$ cat config.mk
export PLATFORM = sky130hd
export DESIGN_NAME = line_loopback_control
export DESIGN_NICKNAME = d
export VERILOG_FILES = /design/src/hdl/line_loopback_control.v
export VERILOG_INCLUDE_DIRS = /design/src /design/src/hdl
export SDC_FILE = /design/constraint.sdc
export NUM_CORES = 1
export LEC_CHECK = 0
export BUFFER_PORTS_ARGS = -buffer_cell sky130_fd_sc_hd__buf_2
export CORE_ASPECT_RATIO = 0.6
export CORE_MARGIN = 1.5
export CORE_UTILIZATION = 47
export DETAILED_ROUTE_END_ITERATION = 10
export PLACE_DENSITY_LB_ADDON = 0.12
export SYNTH_ARGS = -nofsm -noshare
export SYNTH_HDL_FRONTEND = slang
export SYNTH_SLANG_ARGS = --single-unit
$ cat constraint.sdc
create_clock -name core_clk -period 5.7 [get_ports core_clk]
set_input_delay 0.57 -clock core_clk [delete_from_list [all_inputs] [get_ports core_clk]]
set_output_delay 0.57 -clock core_clk [all_outputs]
set_load 0.005 [all_outputs]
$ cat src/hdl/loopback_defs.vh
`ifndef LOOPBACK_DEFS_VH
`define LOOPBACK_DEFS_VH
// --------------------------------------------------------------
// Register indices; the byte address is four times the index
// --------------------------------------------------------------
`define CTRL_IDX 10'h04A
`define CHEN1_IDX 10'h04B
`define CHEN2_IDX 10'h04C
`define CHEN3_IDX 10'h04D
`define CHEN4_IDX 10'h04E
`define AXI_ADDR_W 12
// --------------------------------------------------------------
// Loopback control field positions and reset values
// --------------------------------------------------------------
`define FRAMER_LB_BIT 0
`define PAYLOAD_LB_BIT 1
`define REMOTE_LB_BIT 2
`define LOCAL_LB_BIT 3
`define MUX_CTRL_BIT 4
`define PIN_FUNC_BIT 7
`define CTRL_RESET 8'h00
`define CHEN_RESET 32'h00000000
// --------------------------------------------------------------
// Frame geometry in bits
// --------------------------------------------------------------
`define T1_FRAME_BITS 9'h0C1
`define T1_PAYLOAD_BITS 9'h0C0
`define E1_FRAME_BITS 9'h100
`define E1_PAYLOAD_BITS 9'h0F8
// --------------------------------------------------------------
// Bus answers
// --------------------------------------------------------------
`define RESP_OKAY 2'h0
`define RESP_SLVERR 2'h2
`endif
$ cat src/hdl/line_loopback_control.v
// The AXI4-Lite register port is this design's own decision.
`timescale 1ns/100ps
`include "loopback_defs.vh"
module line_loopback_control
(
   input wire core_clk,
   input wire resetn,
   input wire [11:0] s_axi_awaddr,
   input wire s_axi_awvalid,
   output reg s_axi_awready,
   input wire [31:0] s_axi_wdata,
   input wire [3:0] s_axi_wstrb,
   input wire s_axi_wvalid,
   output reg s_axi_wready,
   output reg [1:0] s_axi_bresp,
   output reg s_axi_bvalid,
   input wire s_axi_bready,
   input wire [11:0] s_axi_araddr,
   input wire s_axi_arvalid,
   output reg s_axi_arready,
   output reg [31:0] s_axi_rdata,
   output reg [1:0] s_axi_rresp,
   output reg s_axi_rvalid,
   input wire s_axi_rready,
   input wire t1_mode,
   input wire recovered_clock_in,
   input wire transmit_clock,
   input wire line_rx_positive_in,
   input wire line_rx_negative_in,
   input wire fmt_tx_positive_in,
   input wire fmt_tx_negative_in,
   input wire framer_tx_positive_in,
   input wire framer_tx_negative_in,
   input wire mux_pin_in,
   input wire receive_frame_sync,
   input wire tx_serial_in,
   input wire rx_payload_in,
   input wire tx_channel_clock_in,
   input wire tx_channel_block_in,
   output reg line_tx_positive_out,
   output reg line_tx_negative_out,
   output reg liu_tx_positive_out,
   output reg liu_tx_negative_out,
   output reg tx_link_clock,
   output reg tx_channel_clock,
   output reg tx_channel_block,
   output reg tx_formatter_data,
   output reg tx_regen_overhead,
   output reg framer_rx_positive,
   output reg framer_rx_negative,
   output reg framer_rx_clock,
   output reg rx_via_jitter_atten,
   output reg liu_connected,
   output reg transmit_power_down
);

   // --------------------------------------------------------------
   // Register decode
   // --------------------------------------------------------------
   // Returns 0 for control, 1..4 for channel enables, 7 if unmapped
   function [2:0] reg_sel;
      input [11:0] addr;
      begin
         reg_sel = 3'h7;
         if (addr[1:0] == 2'h0)
         begin
            case (addr[11:2])
               `CTRL_IDX: reg_sel = 3'h0;
               `CHEN1_IDX: reg_sel = 3'h1;
               `CHEN2_IDX: reg_sel = 3'h2;
               `CHEN3_IDX: reg_sel = 3'h3;
               `CHEN4_IDX: reg_sel = 3'h4;
               default: reg_sel = 3'h7;
            endcase
         end
      end
   endfunction

   // Channel (enable bit index) of a bit position in the frame
   function [4:0] chan_of;
      input [8:0] pos;
      input t1;
      reg [8:0] p;
      begin
         p = t1 ? pos - 9'h001 : pos;
         chan_of = p[7:3];
      end
   endfunction

   reg [7:0] ctrl_q;
   reg [31:0] chen_q;
   reg [11:0] aw_addr_q;
   reg [31:0] w_data_q;
   reg w_strb0_q;
   wire framer_lb = ctrl_q[`FRAMER_LB_BIT];
   wire payload_lb = ctrl_q[`PAYLOAD_LB_BIT];
   wire remote_lb = ctrl_q[`REMOTE_LB_BIT];
   wire local_lb = ctrl_q[`LOCAL_LB_BIT];
   wire [2:0] wsel = reg_sel(aw_addr_q);
   wire [2:0] rsel = reg_sel(s_axi_araddr);
   wire wr_go = !s_axi_awready && !s_axi_wready && !s_axi_bvalid;

   // --------------------------------------------------------------
   // AXI4-Lite write channel
   // --------------------------------------------------------------
   // Address and data are taken in either order; once both are held,
   // the write lands in the same cycle as the response is raised.
   always @(posedge core_clk or negedge resetn)
   begin
      if (!resetn)
      begin
         s_axi_awready <= 1'b1;
         s_axi_wready <= 1'b1;
         s_axi_bvalid <= 1'b0;
         s_axi_bresp <= `RESP_OKAY;
         aw_addr_q <= 12'h000;
         w_data_q <= 32'h00000000;
         w_strb0_q <= 1'b0;
         ctrl_q <= `CTRL_RESET;
         chen_q <= `CHEN_RESET;
      end
      else
      begin
         if (s_axi_awvalid && s_axi_awready)
         begin
            aw_addr_q <= s_axi_awaddr;
            s_axi_awready <= 1'b0;
         end
         if (s_axi_wvalid && s_axi_wready)
         begin
            w_data_q <= s_axi_wdata;
            w_strb0_q <= s_axi_wstrb[0];
            s_axi_wready <= 1'b0;
         end
         if (wr_go)
         begin
            s_axi_bvalid <= 1'b1;
            s_axi_bresp <= (wsel == 3'h7) ? `RESP_SLVERR : `RESP_OKAY;
            // Value stored as written, effective at once
            if (w_strb0_q && wsel == 3'h0)
               ctrl_q <= w_data_q[7:0];
            // Byte n of the enables holds channels 8n+1..8n+8
            if (w_strb0_q && wsel != 3'h0 && wsel != 3'h7)
               chen_q[(wsel - 3'h1) * 8 +: 8] <= w_data_q[7:0];
         end
         if (s_axi_bvalid && s_axi_bready)
         begin
            s_axi_bvalid <= 1'b0;
            s_axi_awready <= 1'b1;
            s_axi_wready <= 1'b1;
         end
      end
   end

   // --------------------------------------------------------------
   // AXI4-Lite read channel
   // --------------------------------------------------------------
   // Reads return the stored byte; bits above read as zero
   always @(posedge core_clk or negedge resetn)
   begin
      if (!resetn)
      begin
         s_axi_arready <= 1'b1;
         s_axi_rvalid <= 1'b0;
         s_axi_rdata <= 32'h00000000;
         s_axi_rresp <= `RESP_OKAY;
      end
      else
      begin
         if (s_axi_arvalid && s_axi_arready)
         begin
            s_axi_arready <= 1'b0;
            s_axi_rvalid <= 1'b1;
            s_axi_rresp <= `RESP_OKAY;
            case (rsel)
               3'h0: s_axi_rdata <= {24'h000000, ctrl_q};
               3'h1: s_axi_rdata <= {24'h000000, chen_q[7:0]};
               3'h2: s_axi_rdata <= {24'h000000, chen_q[15:8]};
               3'h3: s_axi_rdata <= {24'h000000, chen_q[23:16]};
               3'h4: s_axi_rdata <= {24'h000000, chen_q[31:24]};
               default:
               begin
                  s_axi_rdata <= 32'h00000000;
                  s_axi_rresp <= `RESP_SLVERR;
               end
            endcase
         end
         if (s_axi_rvalid && s_axi_rready)
         begin
            s_axi_rvalid <= 1'b0;
            s_axi_arready <= 1'b1;
         end
      end
   end

   // --------------------------------------------------------------
   // Pin synchronisers
   // --------------------------------------------------------------
   // Every link pin is foreign to core_clk: three stages, and the
   // filtered level moves only when stages two and three agree.
   localparam NP = 14;
   localparam P_RCLK = 0;
   localparam P_TRANSMIT_CLOCK = 1;
   localparam P_RPOS = 2;
   localparam P_RNEG = 3;
   localparam P_FPOS = 4;
   localparam P_FNEG = 5;
   localparam P_XPOS = 6;
   localparam P_XNEG = 7;
   localparam P_MUX = 8;
   localparam P_RFS = 9;
   localparam P_TX_SERIAL_IN = 10;
   localparam P_RPAY = 11;
   localparam P_CHCLK = 12;
   localparam P_CHBLK = 13;
   wire [NP-1:0] pins = {tx_channel_block_in, tx_channel_clock_in,
      rx_payload_in, tx_serial_in, receive_frame_sync, mux_pin_in,
      framer_tx_negative_in, framer_tx_positive_in,
      fmt_tx_negative_in, fmt_tx_positive_in,
      line_rx_negative_in, line_rx_positive_in,
      transmit_clock, recovered_clock_in};
   reg [NP-1:0] s1_q;
   reg [NP-1:0] s2_q;
   reg [NP-1:0] s3_q;
   reg [NP-1:0] f_q;
   reg [NP-1:0] fp_q;
   genvar gi;
   generate
      for (gi = 0; gi < NP; gi = gi + 1)
      begin : sync
         always @(posedge core_clk or negedge resetn)
         begin
            if (!resetn)
            begin
               s1_q[gi] <= 1'b0;
               s2_q[gi] <= 1'b0;
               s3_q[gi] <= 1'b0;
               f_q[gi] <= 1'b0;
               fp_q[gi] <= 1'b0;
            end
            else
            begin
               s1_q[gi] <= pins[gi];
               s2_q[gi] <= s1_q[gi];
               s3_q[gi] <= s2_q[gi];
               if (s2_q[gi] == s3_q[gi])
                  f_q[gi] <= s3_q[gi];
               fp_q[gi] <= f_q[gi];
            end
         end
      end
   endgenerate

   wire rclk_rise = f_q[P_RCLK] & ~fp_q[P_RCLK];
   wire transmit_clock_rise = f_q[P_TRANSMIT_CLOCK] & ~fp_q[P_TRANSMIT_CLOCK];
   wire rclk_fall = ~f_q[P_RCLK] & fp_q[P_RCLK];
   wire transmit_clock_fall = ~f_q[P_TRANSMIT_CLOCK] & fp_q[P_TRANSMIT_CLOCK];
   // Payload loop times the transmit path from the receive clock
   wire tx_rise = payload_lb ? rclk_rise : transmit_clock_rise;
   wire tx_fall = payload_lb ? rclk_fall : transmit_clock_fall;
   // Framer loop times the receive path from the transmit clock
   wire rx_rise = framer_lb ? transmit_clock_rise : rclk_rise;
   wire rfs_rise = f_q[P_RFS] & ~fp_q[P_RFS];

   // --------------------------------------------------------------
   // Two-entry transmit buffer
   // --------------------------------------------------------------
   // Filled on the transmit capture edge, drained onto the line on
   // the following falling edge; capture stalls while it is full.
   localparam BUF_W = 2;
   localparam BUF_D = 2;
   reg [BUF_W-1:0] buf_mem [0:BUF_D-1];
   reg buf_wp_q;
   reg buf_rp_q;
   reg [1:0] buf_cnt_q;
   wire buf_in_ready = (buf_cnt_q != 2'h2);
   wire buf_out_valid = (buf_cnt_q != 2'h0);
   wire buf_push = tx_rise & buf_in_ready;
   wire buf_pop = tx_fall & buf_out_valid;
   reg [BUF_W-1:0] tx_word_d;
   reg ami_q;

   // Word offered to the line: remote loop wins, then T1 framer
   // loop idle code, otherwise the formatter output.
   always @*
   begin
      tx_word_d = {f_q[P_FPOS], f_q[P_FNEG]};
      if (remote_lb)
         tx_word_d = {f_q[P_RPOS], f_q[P_RNEG]};
      else if (framer_lb && t1_mode)
         tx_word_d = {ami_q, ~ami_q};
   end

   always @(posedge core_clk or negedge resetn)
   begin
      if (!resetn)
      begin
         buf_wp_q <= 1'b0;
         buf_rp_q <= 1'b0;
         buf_cnt_q <= 2'h0;
         buf_mem[0] <= 2'h0;
         buf_mem[1] <= 2'h0;
         ami_q <= 1'b0;
      end
      else
      begin
         if (buf_push)
         begin
            buf_mem[buf_wp_q] <= tx_word_d;
            buf_wp_q <= ~buf_wp_q;
            // Unframed marks alternate polarity
            ami_q <= ~ami_q;
         end
         if (buf_pop)
            buf_rp_q <= ~buf_rp_q;
         if (buf_push && !buf_pop)
            buf_cnt_q <= buf_cnt_q + 2'h1;
         else if (buf_pop && !buf_push)
            buf_cnt_q <= buf_cnt_q - 2'h1;
      end
   end

   // --------------------------------------------------------------
   // Frame position and payload source
   // --------------------------------------------------------------
   // The frame counter aligns to the receive frame sync; this only
   // matches the transmit frame when the system keeps both sides
   // synchronous.
   reg [8:0] pos_q;
   reg sync_pend_q;
   wire [8:0] frame_bits = t1_mode ? `T1_FRAME_BITS : `E1_FRAME_BITS;
   wire [8:0] pay_bits = t1_mode ? `T1_PAYLOAD_BITS : `E1_PAYLOAD_BITS;
   // Leading bits of each frame are overhead the transmitter rebuilds
   wire overhead = (pos_q < (frame_bits - pay_bits));
   wire [4:0] chan = chan_of(pos_q, t1_mode);
   wire chan_loop = chen_q[chan];

   always @(posedge core_clk or negedge resetn)
   begin
      if (!resetn)
      begin
         pos_q <= 9'h000;
         sync_pend_q <= 1'b0;
         tx_formatter_data <= 1'b0;
         tx_regen_overhead <= 1'b0;
      end
      else
      begin
         // A sync seen while its pending flag clears is kept
         if (rfs_rise)
            sync_pend_q <= 1'b1;
         else if (tx_rise)
            sync_pend_q <= 1'b0;
         if (tx_rise)
         begin
            // A count left over from the longer E1 frame wraps at once
            if (sync_pend_q || pos_q >= frame_bits - 9'h001)
               pos_q <= 9'h000;
            else
               pos_q <= pos_q + 9'h001;
            tx_regen_overhead <= payload_lb & overhead;
            if (overhead)
               tx_formatter_data <= 1'b0;
            // Payload loop ignores the backplane serial input
            else if (payload_lb || chan_loop)
               tx_formatter_data <= f_q[P_RPAY];
            else
               tx_formatter_data <= f_q[P_TX_SERIAL_IN];
         end
      end
   end

   // --------------------------------------------------------------
   // Interface mux and pin role
   // --------------------------------------------------------------
   wire pin_is_mux = ~ctrl_q[`PIN_FUNC_BIT];
   wire bit_rules = ctrl_q[`PIN_FUNC_BIT] | f_q[P_MUX];
   // With the mux role and the pin low, the bit has no say
   wire liu_conn_d = bit_rules & ~ctrl_q[`MUX_CTRL_BIT];

   always @(posedge core_clk or negedge resetn)
   begin
      if (!resetn)
      begin
         liu_connected <= 1'b0;
         transmit_power_down <= 1'b0;
      end
      else
      begin
         liu_connected <= liu_conn_d;
         transmit_power_down <= ~pin_is_mux & f_q[P_MUX];
      end
   end

   // --------------------------------------------------------------
   // Transmit line outputs and clocks
   // --------------------------------------------------------------
   // When separated the line unit takes the external framer pins
   always @(posedge core_clk or negedge resetn)
   begin
      if (!resetn)
      begin
         line_tx_positive_out <= 1'b0;
         line_tx_negative_out <= 1'b0;
         liu_tx_positive_out <= 1'b0;
         liu_tx_negative_out <= 1'b0;
         tx_link_clock <= 1'b0;
         tx_channel_clock <= 1'b0;
         tx_channel_block <= 1'b0;
      end
      else
      begin
         if (buf_pop)
         begin
            line_tx_positive_out <= buf_mem[buf_rp_q][1];
            line_tx_negative_out <= buf_mem[buf_rp_q][0];
         end
         liu_tx_positive_out <= liu_conn_d ?
            line_tx_positive_out : f_q[P_XPOS];
         liu_tx_negative_out <= liu_conn_d ?
            line_tx_negative_out : f_q[P_XNEG];
         tx_link_clock <= payload_lb ? f_q[P_RCLK] : f_q[P_TRANSMIT_CLOCK];
         // Channel strobes held low while the payload is looped
         tx_channel_clock <= ~payload_lb & f_q[P_CHCLK];
         tx_channel_block <= ~payload_lb & f_q[P_CHBLK];
      end
   end

   // --------------------------------------------------------------
   // Receive path into the framer
   // --------------------------------------------------------------
   // Framer loop replaces line data with formatter data; local loop
   // replaces it with what was sent, routed through the attenuator.
   always @(posedge core_clk or negedge resetn)
   begin
      if (!resetn)
      begin
         framer_rx_positive <= 1'b0;
         framer_rx_negative <= 1'b0;
         framer_rx_clock <= 1'b0;
         rx_via_jitter_atten <= 1'b0;
      end
      else
      begin
         framer_rx_clock <= framer_lb ? f_q[P_TRANSMIT_CLOCK] : f_q[P_RCLK];
         rx_via_jitter_atten <= local_lb & ~framer_lb;
         if (rx_rise)
         begin
            if (framer_lb)
            begin
               framer_rx_positive <= f_q[P_FPOS];
               framer_rx_negative <= f_q[P_FNEG];
            end
            else if (local_lb)
            begin
               framer_rx_positive <= line_tx_positive_out;
               framer_rx_negative <= line_tx_negative_out;
            end
            else
            begin
               framer_rx_positive <= f_q[P_RPOS];
               framer_rx_negative <= f_q[P_RNEG];
            end
         end
      end
   end

endmodule

==> impl_metrics.csv <==
group,metric,value,unit
setup_path,rr_endpoint,"chen_q[4]$_DFFE_PN0P_",
floorplan,core_area,0.0155,mm²
yosys,ys_async_sr_fraction,1.00,
placed_design,dpl-instance-area,0.00800,mm²
global_routing,busiest_layer,"met1",
pwr,power_frac_clock,0.347,
cells_and_area,nets,825,
yosys,post_synth.cell_area_avg,11.8,µm²
timing,final_hold_viol_count,0,
clock_network,cts_resized,0,
floorplan,dieArea,0.0168,mm²
timing,clock-skew-final,14.1,ps
clock_network,htreeDepth,4,
timing,setup-violations-final,0,
cells_and_area,most-common-layout-cells,"166 x dfrtp_1, 84 x nand2_1, 83 x buf_2",
route,detail-route-antenna-nets,0,
clock_network,cts_root_buffer,"clkbuf_16",
clock_network,clockBufferDepth,2,
yosys,yosysSeqAreaShare,0.564,
pwr,p_sw_frac,0.323,
yosys,synthCells,634,
clock_network,hold_buffers,0,
global_routing,use_met1,0.308,
global_routing,grt_max_degree,114,
clock_network,clk_latency,430,ps
clock_network,cts_made_buffers,17,
global_routing,grt_pass1_vias,4830,
hold_path,min_from,"framer_tx_negative_in",
timing,finalMaxSlewViolations,0,
pwr,p_seq_frac,0.457,
pwr,p_int,0.00232,W
setup_path,r2r_start,"aw_addr_q[10]$_DFFE_PN0P_",
timing,max_freq,0.221,GHz
yosys,synth_edf_count,0,
setup_path,critPathMaxFanout,16,
setup_path,crit_path_start,"aw_addr_q[10]$_DFFE_PN0P_",
global_routing,grtUsageMet2,0.284,
placed_design,gp_congestion,0.884,
timing,fin_crit_sh,0.793,
timing,slew_headroom,0.168,
setup_path,worst-r2r-setup-slack,1180,ps
route,drt-initial-drc-count,426,
global_routing,grt_pass1_wl,26000,µm
setup_path,critical_path.cell_chain,"nor4b_1 > and4b_1 > nor3b_1 > inv_1 > ha_1 > nor2_1 > nand2_1 > inv_1 > ha_1 > clkinv_1 > nor2_1 > nand4_1 > nand2_1 > o21ai_1",
placed_design,dp_slack,1280,ps
hold_path,min_to,"s1_q[7]$_DFF_PN0_",
cells_and_area,antenna_cells,0,
floorplan,start_util,0.485,
route,vias_per_cell,5.33,
clock_network,cts_tree,"yes",
global_routing,grtUsageTotal,0.200,
setup_path,r2r_cells,14,
run_status,status,"finished clean",
global_routing,antenna_found_initial,0,
setup_path,crit_slowest_cell,"nor3b_1",
route,vias,5001,
yosys,syn_area,0.00750,mm²
cells_and_area,regArea,0.00423,mm²
floorplan,die_w,166,µm
cells_and_area,n_fill_cell,1309,
setup_path,crit_arrival,4810,ps
yosys,yosysWarningCount,0,
setup_path,worstSetupPathType,"reg -> reg",
timing,rsz0062_at_grt,"false",
route,drc,0,
cells_and_area,final_cell_count_no_fill,938,
timing,fin_ws,1180,ps
floorplan,die_y,101,µm
timing,fin_setup_tns,0,ps
floorplan,rows,35,
yosys,synth_flop_cell,"dfrtp_1",
timing,tightest_slew,1230,ps
cells_and_area,syn2layout_area_growth,15.1,%
pwr,pwr-share-comb,0.196,
flow_run,cap_viol_max_count,0,
timing,min_period,4520,ps
setup_path,start_kind,"flip-flop",
placed_design,hpwl,11300,µm
cells_and_area,drive_gt1_frac,0.231,
clock_network,post_cts_buffers,0,
global_routing,overflow,0,
floorplan,ios,138,
cells_and_area,postLayoutCellArea,0.00864,mm²
placed_design,io_buffer_count,84,
clock_network,cts_sinks,169,
pwr,power.density,397,mW/mm²
pwr,total_power,0.00343,W
setup_path,critPathRequiredTime,6000,ps
hold_path,hold_depth,1,
hold_path,hp-class,"in -> reg",
pwr,power_leakage,4.04,nW
cells_and_area,mostFrequentLayoutCell,"dfrtp_1",
clock_network,cts.reportedPaths.clkPinSlew,80,ps
setup_path,max_stage_delay,560,ps
pwr,power_switching,0.00111,W
route,routedWlPerCell,16.7,µm
pwr,vdd_drop_max,0.196,mV
cells_and_area,multi_input_area,0.00294,mm²
global_routing,gr-usage-met3,0.0377,
placed_design,dp_cells,906,
route,drt_pass1_iterations,6,
route,postRouteWirelength,15700,µm
yosys,yosysUniqueCellTypes,67,
yosys,ys_seq_elements,169,
setup_path,endpoint_kind,"flip-flop",
-- worst max-delay path: cells and delay by family, from the launching register on --
family | cells | cell delay (ps)
AO/OA/AOI/OAI | 1 | 90
adder cells (fa/ha/maj) | 2 | 660
flip-flops | 1 | 390
AND/OR/NAND/NOR | 8 | 2790
buffers and inverters | 3 | 450
-- power by group through the flow --
stage	logic [W]	clock network [W]	registers, W
after floorplan	0.000546	0	0.00153
after global placement	0.000644	0	0.00158
after detailed placement	0.000671	0	0.00159
after CTS	0.000675	0.00121	0.00157
after global routing	0.000751	0.00126	0.00160
final	0.000671	0.00119	0.00157
-- sequential cells by signal (all words and copies together), names as in the netlist, 2 cells and up --
| signal | count |
|---|---|
| chen_q | 32 |
| f_q | 14 |
| s1_q | 14 |
| s2_q | 14 |
| s3_q | 14 |
| aw_addr_q | 12 |
| pos_q | 9 |
| ctrl_q | 8 |
| s_axi_rdata | 8 |
| w_data_q | 8 |
| buf_mem | 4 |
| fp_q | 3 |
| buf_cnt_q | 2 |
-- metrics by stage --
step           utilization  hold slack [ps]
2_1_floorplan            -              274
3_3_place_gp         0.518              332
3_5_place_dp         0.518              335
4_1_cts              0.559              227
5_1_grt              0.559              221
6_report             0.559              233
-- cells in the mapped netlist (2+ instances only) --
master     number  area [µm²]
and3_1          5        31.3
a21oi_1        11        55.1
ha_1           21         263
buf_4          26         195
nand2b_1        4        25.0
mux2_2         36         405
inv_1          33         124
maj3_1         14         140
o31ai_1        18         135
mux4_2          2        45.0
nand2_1        84         315
nor4_1          2        12.5
clkbuf_1       10        37.5
nor4b_1         4        35.0
buf_1           2        7.51
nor2_1         28         105
a221o_1         2        20.0
xnor2_1         8        70.1
dfstp_2         3        78.8
a2111oi_0       2        17.5
nor3_1          6        30.0
nor2b_1         7        43.8
o21ai_1        10        50.1
a222oi_1        8        80.1
and2_1          3        18.8
a22oi_1         8        60.1
o21ai_0        16        80.1
nand4_1         5        31.3
a21o_1          5        37.5
nand3b_1        2        15.0
dfrtp_1       166        4150
xor2_1          5        43.8
buf_6           3        33.8
a22o_1          9        78.8
nand4bb_1       2        22.5
nand3_1         9        45.0
or3_1           3        18.8
mux2i_1        21         210
a31oi_1         3        18.8
-- worst max path at each step --
| stage | depth (start not counted) | end | slack (ps) |
|---|---|---|---|
| global placement | 14 | chen_q[6]$_DFFE_PN0P_ | 1470 |
| CTS | 14 | chen_q[4]$_DFFE_PN0P_ | 1240 |
| finish | 14 | chen_q[4]$_DFFE_PN0P_ | 1180 |
| detailed placement | 14 | chen_q[2]$_DFFE_PN0P_ | 1280 |
| global route | 14 | chen_q[4]$_DFFE_PN0P_ | 650 |
| floorplan | 15 | chen_q[6]$_DFFE_PN0P_ | 2150 |
-- kinds of logic (layout without fill, tap and decap cells) --
| kind of cell | count (synthesis) | after routing | share of synthesized area |
|---|---|---|---|
| other | 1 | 26 | 0.000500 |
| AO/OA/AOI/OAI | 98 | 98 | 0.0906 |
| multiplexers | 60 | 60 | 0.0916 |
| flip-flops | 169 | 169 | 0.564 |
| adder cells (fa/ha/maj) | 35 | 35 | 0.0537 |
| XOR/XNOR | 16 | 16 | 0.0247 |
| AND/OR/NAND/NOR | 178 | 178 | 0.118 |
| buffers and inverters | 77 | 153 | 0.0562 |
-- area by class of cell --
class                           instances  area share
Clock inverter                         15      0.0239
Clock buffer                           17      0.0493
Sequential cell                       169       0.490
Timing Repair Buffer                   87      0.0520
Multi-Input combinational cell        413       0.340
Inverter                               34      0.0148
Tap cell                              203      0.0294
-- routing by layer --
metal  part of all wire  up-vias  wire (µm)
met5                  0        -          0
li1                   -     2363          -
met3              0.062       17        967
met4              0.010        0        162
met2               0.43      161       6790
met1               0.50     2460       7770
Power figures use the tool's default switching activity.
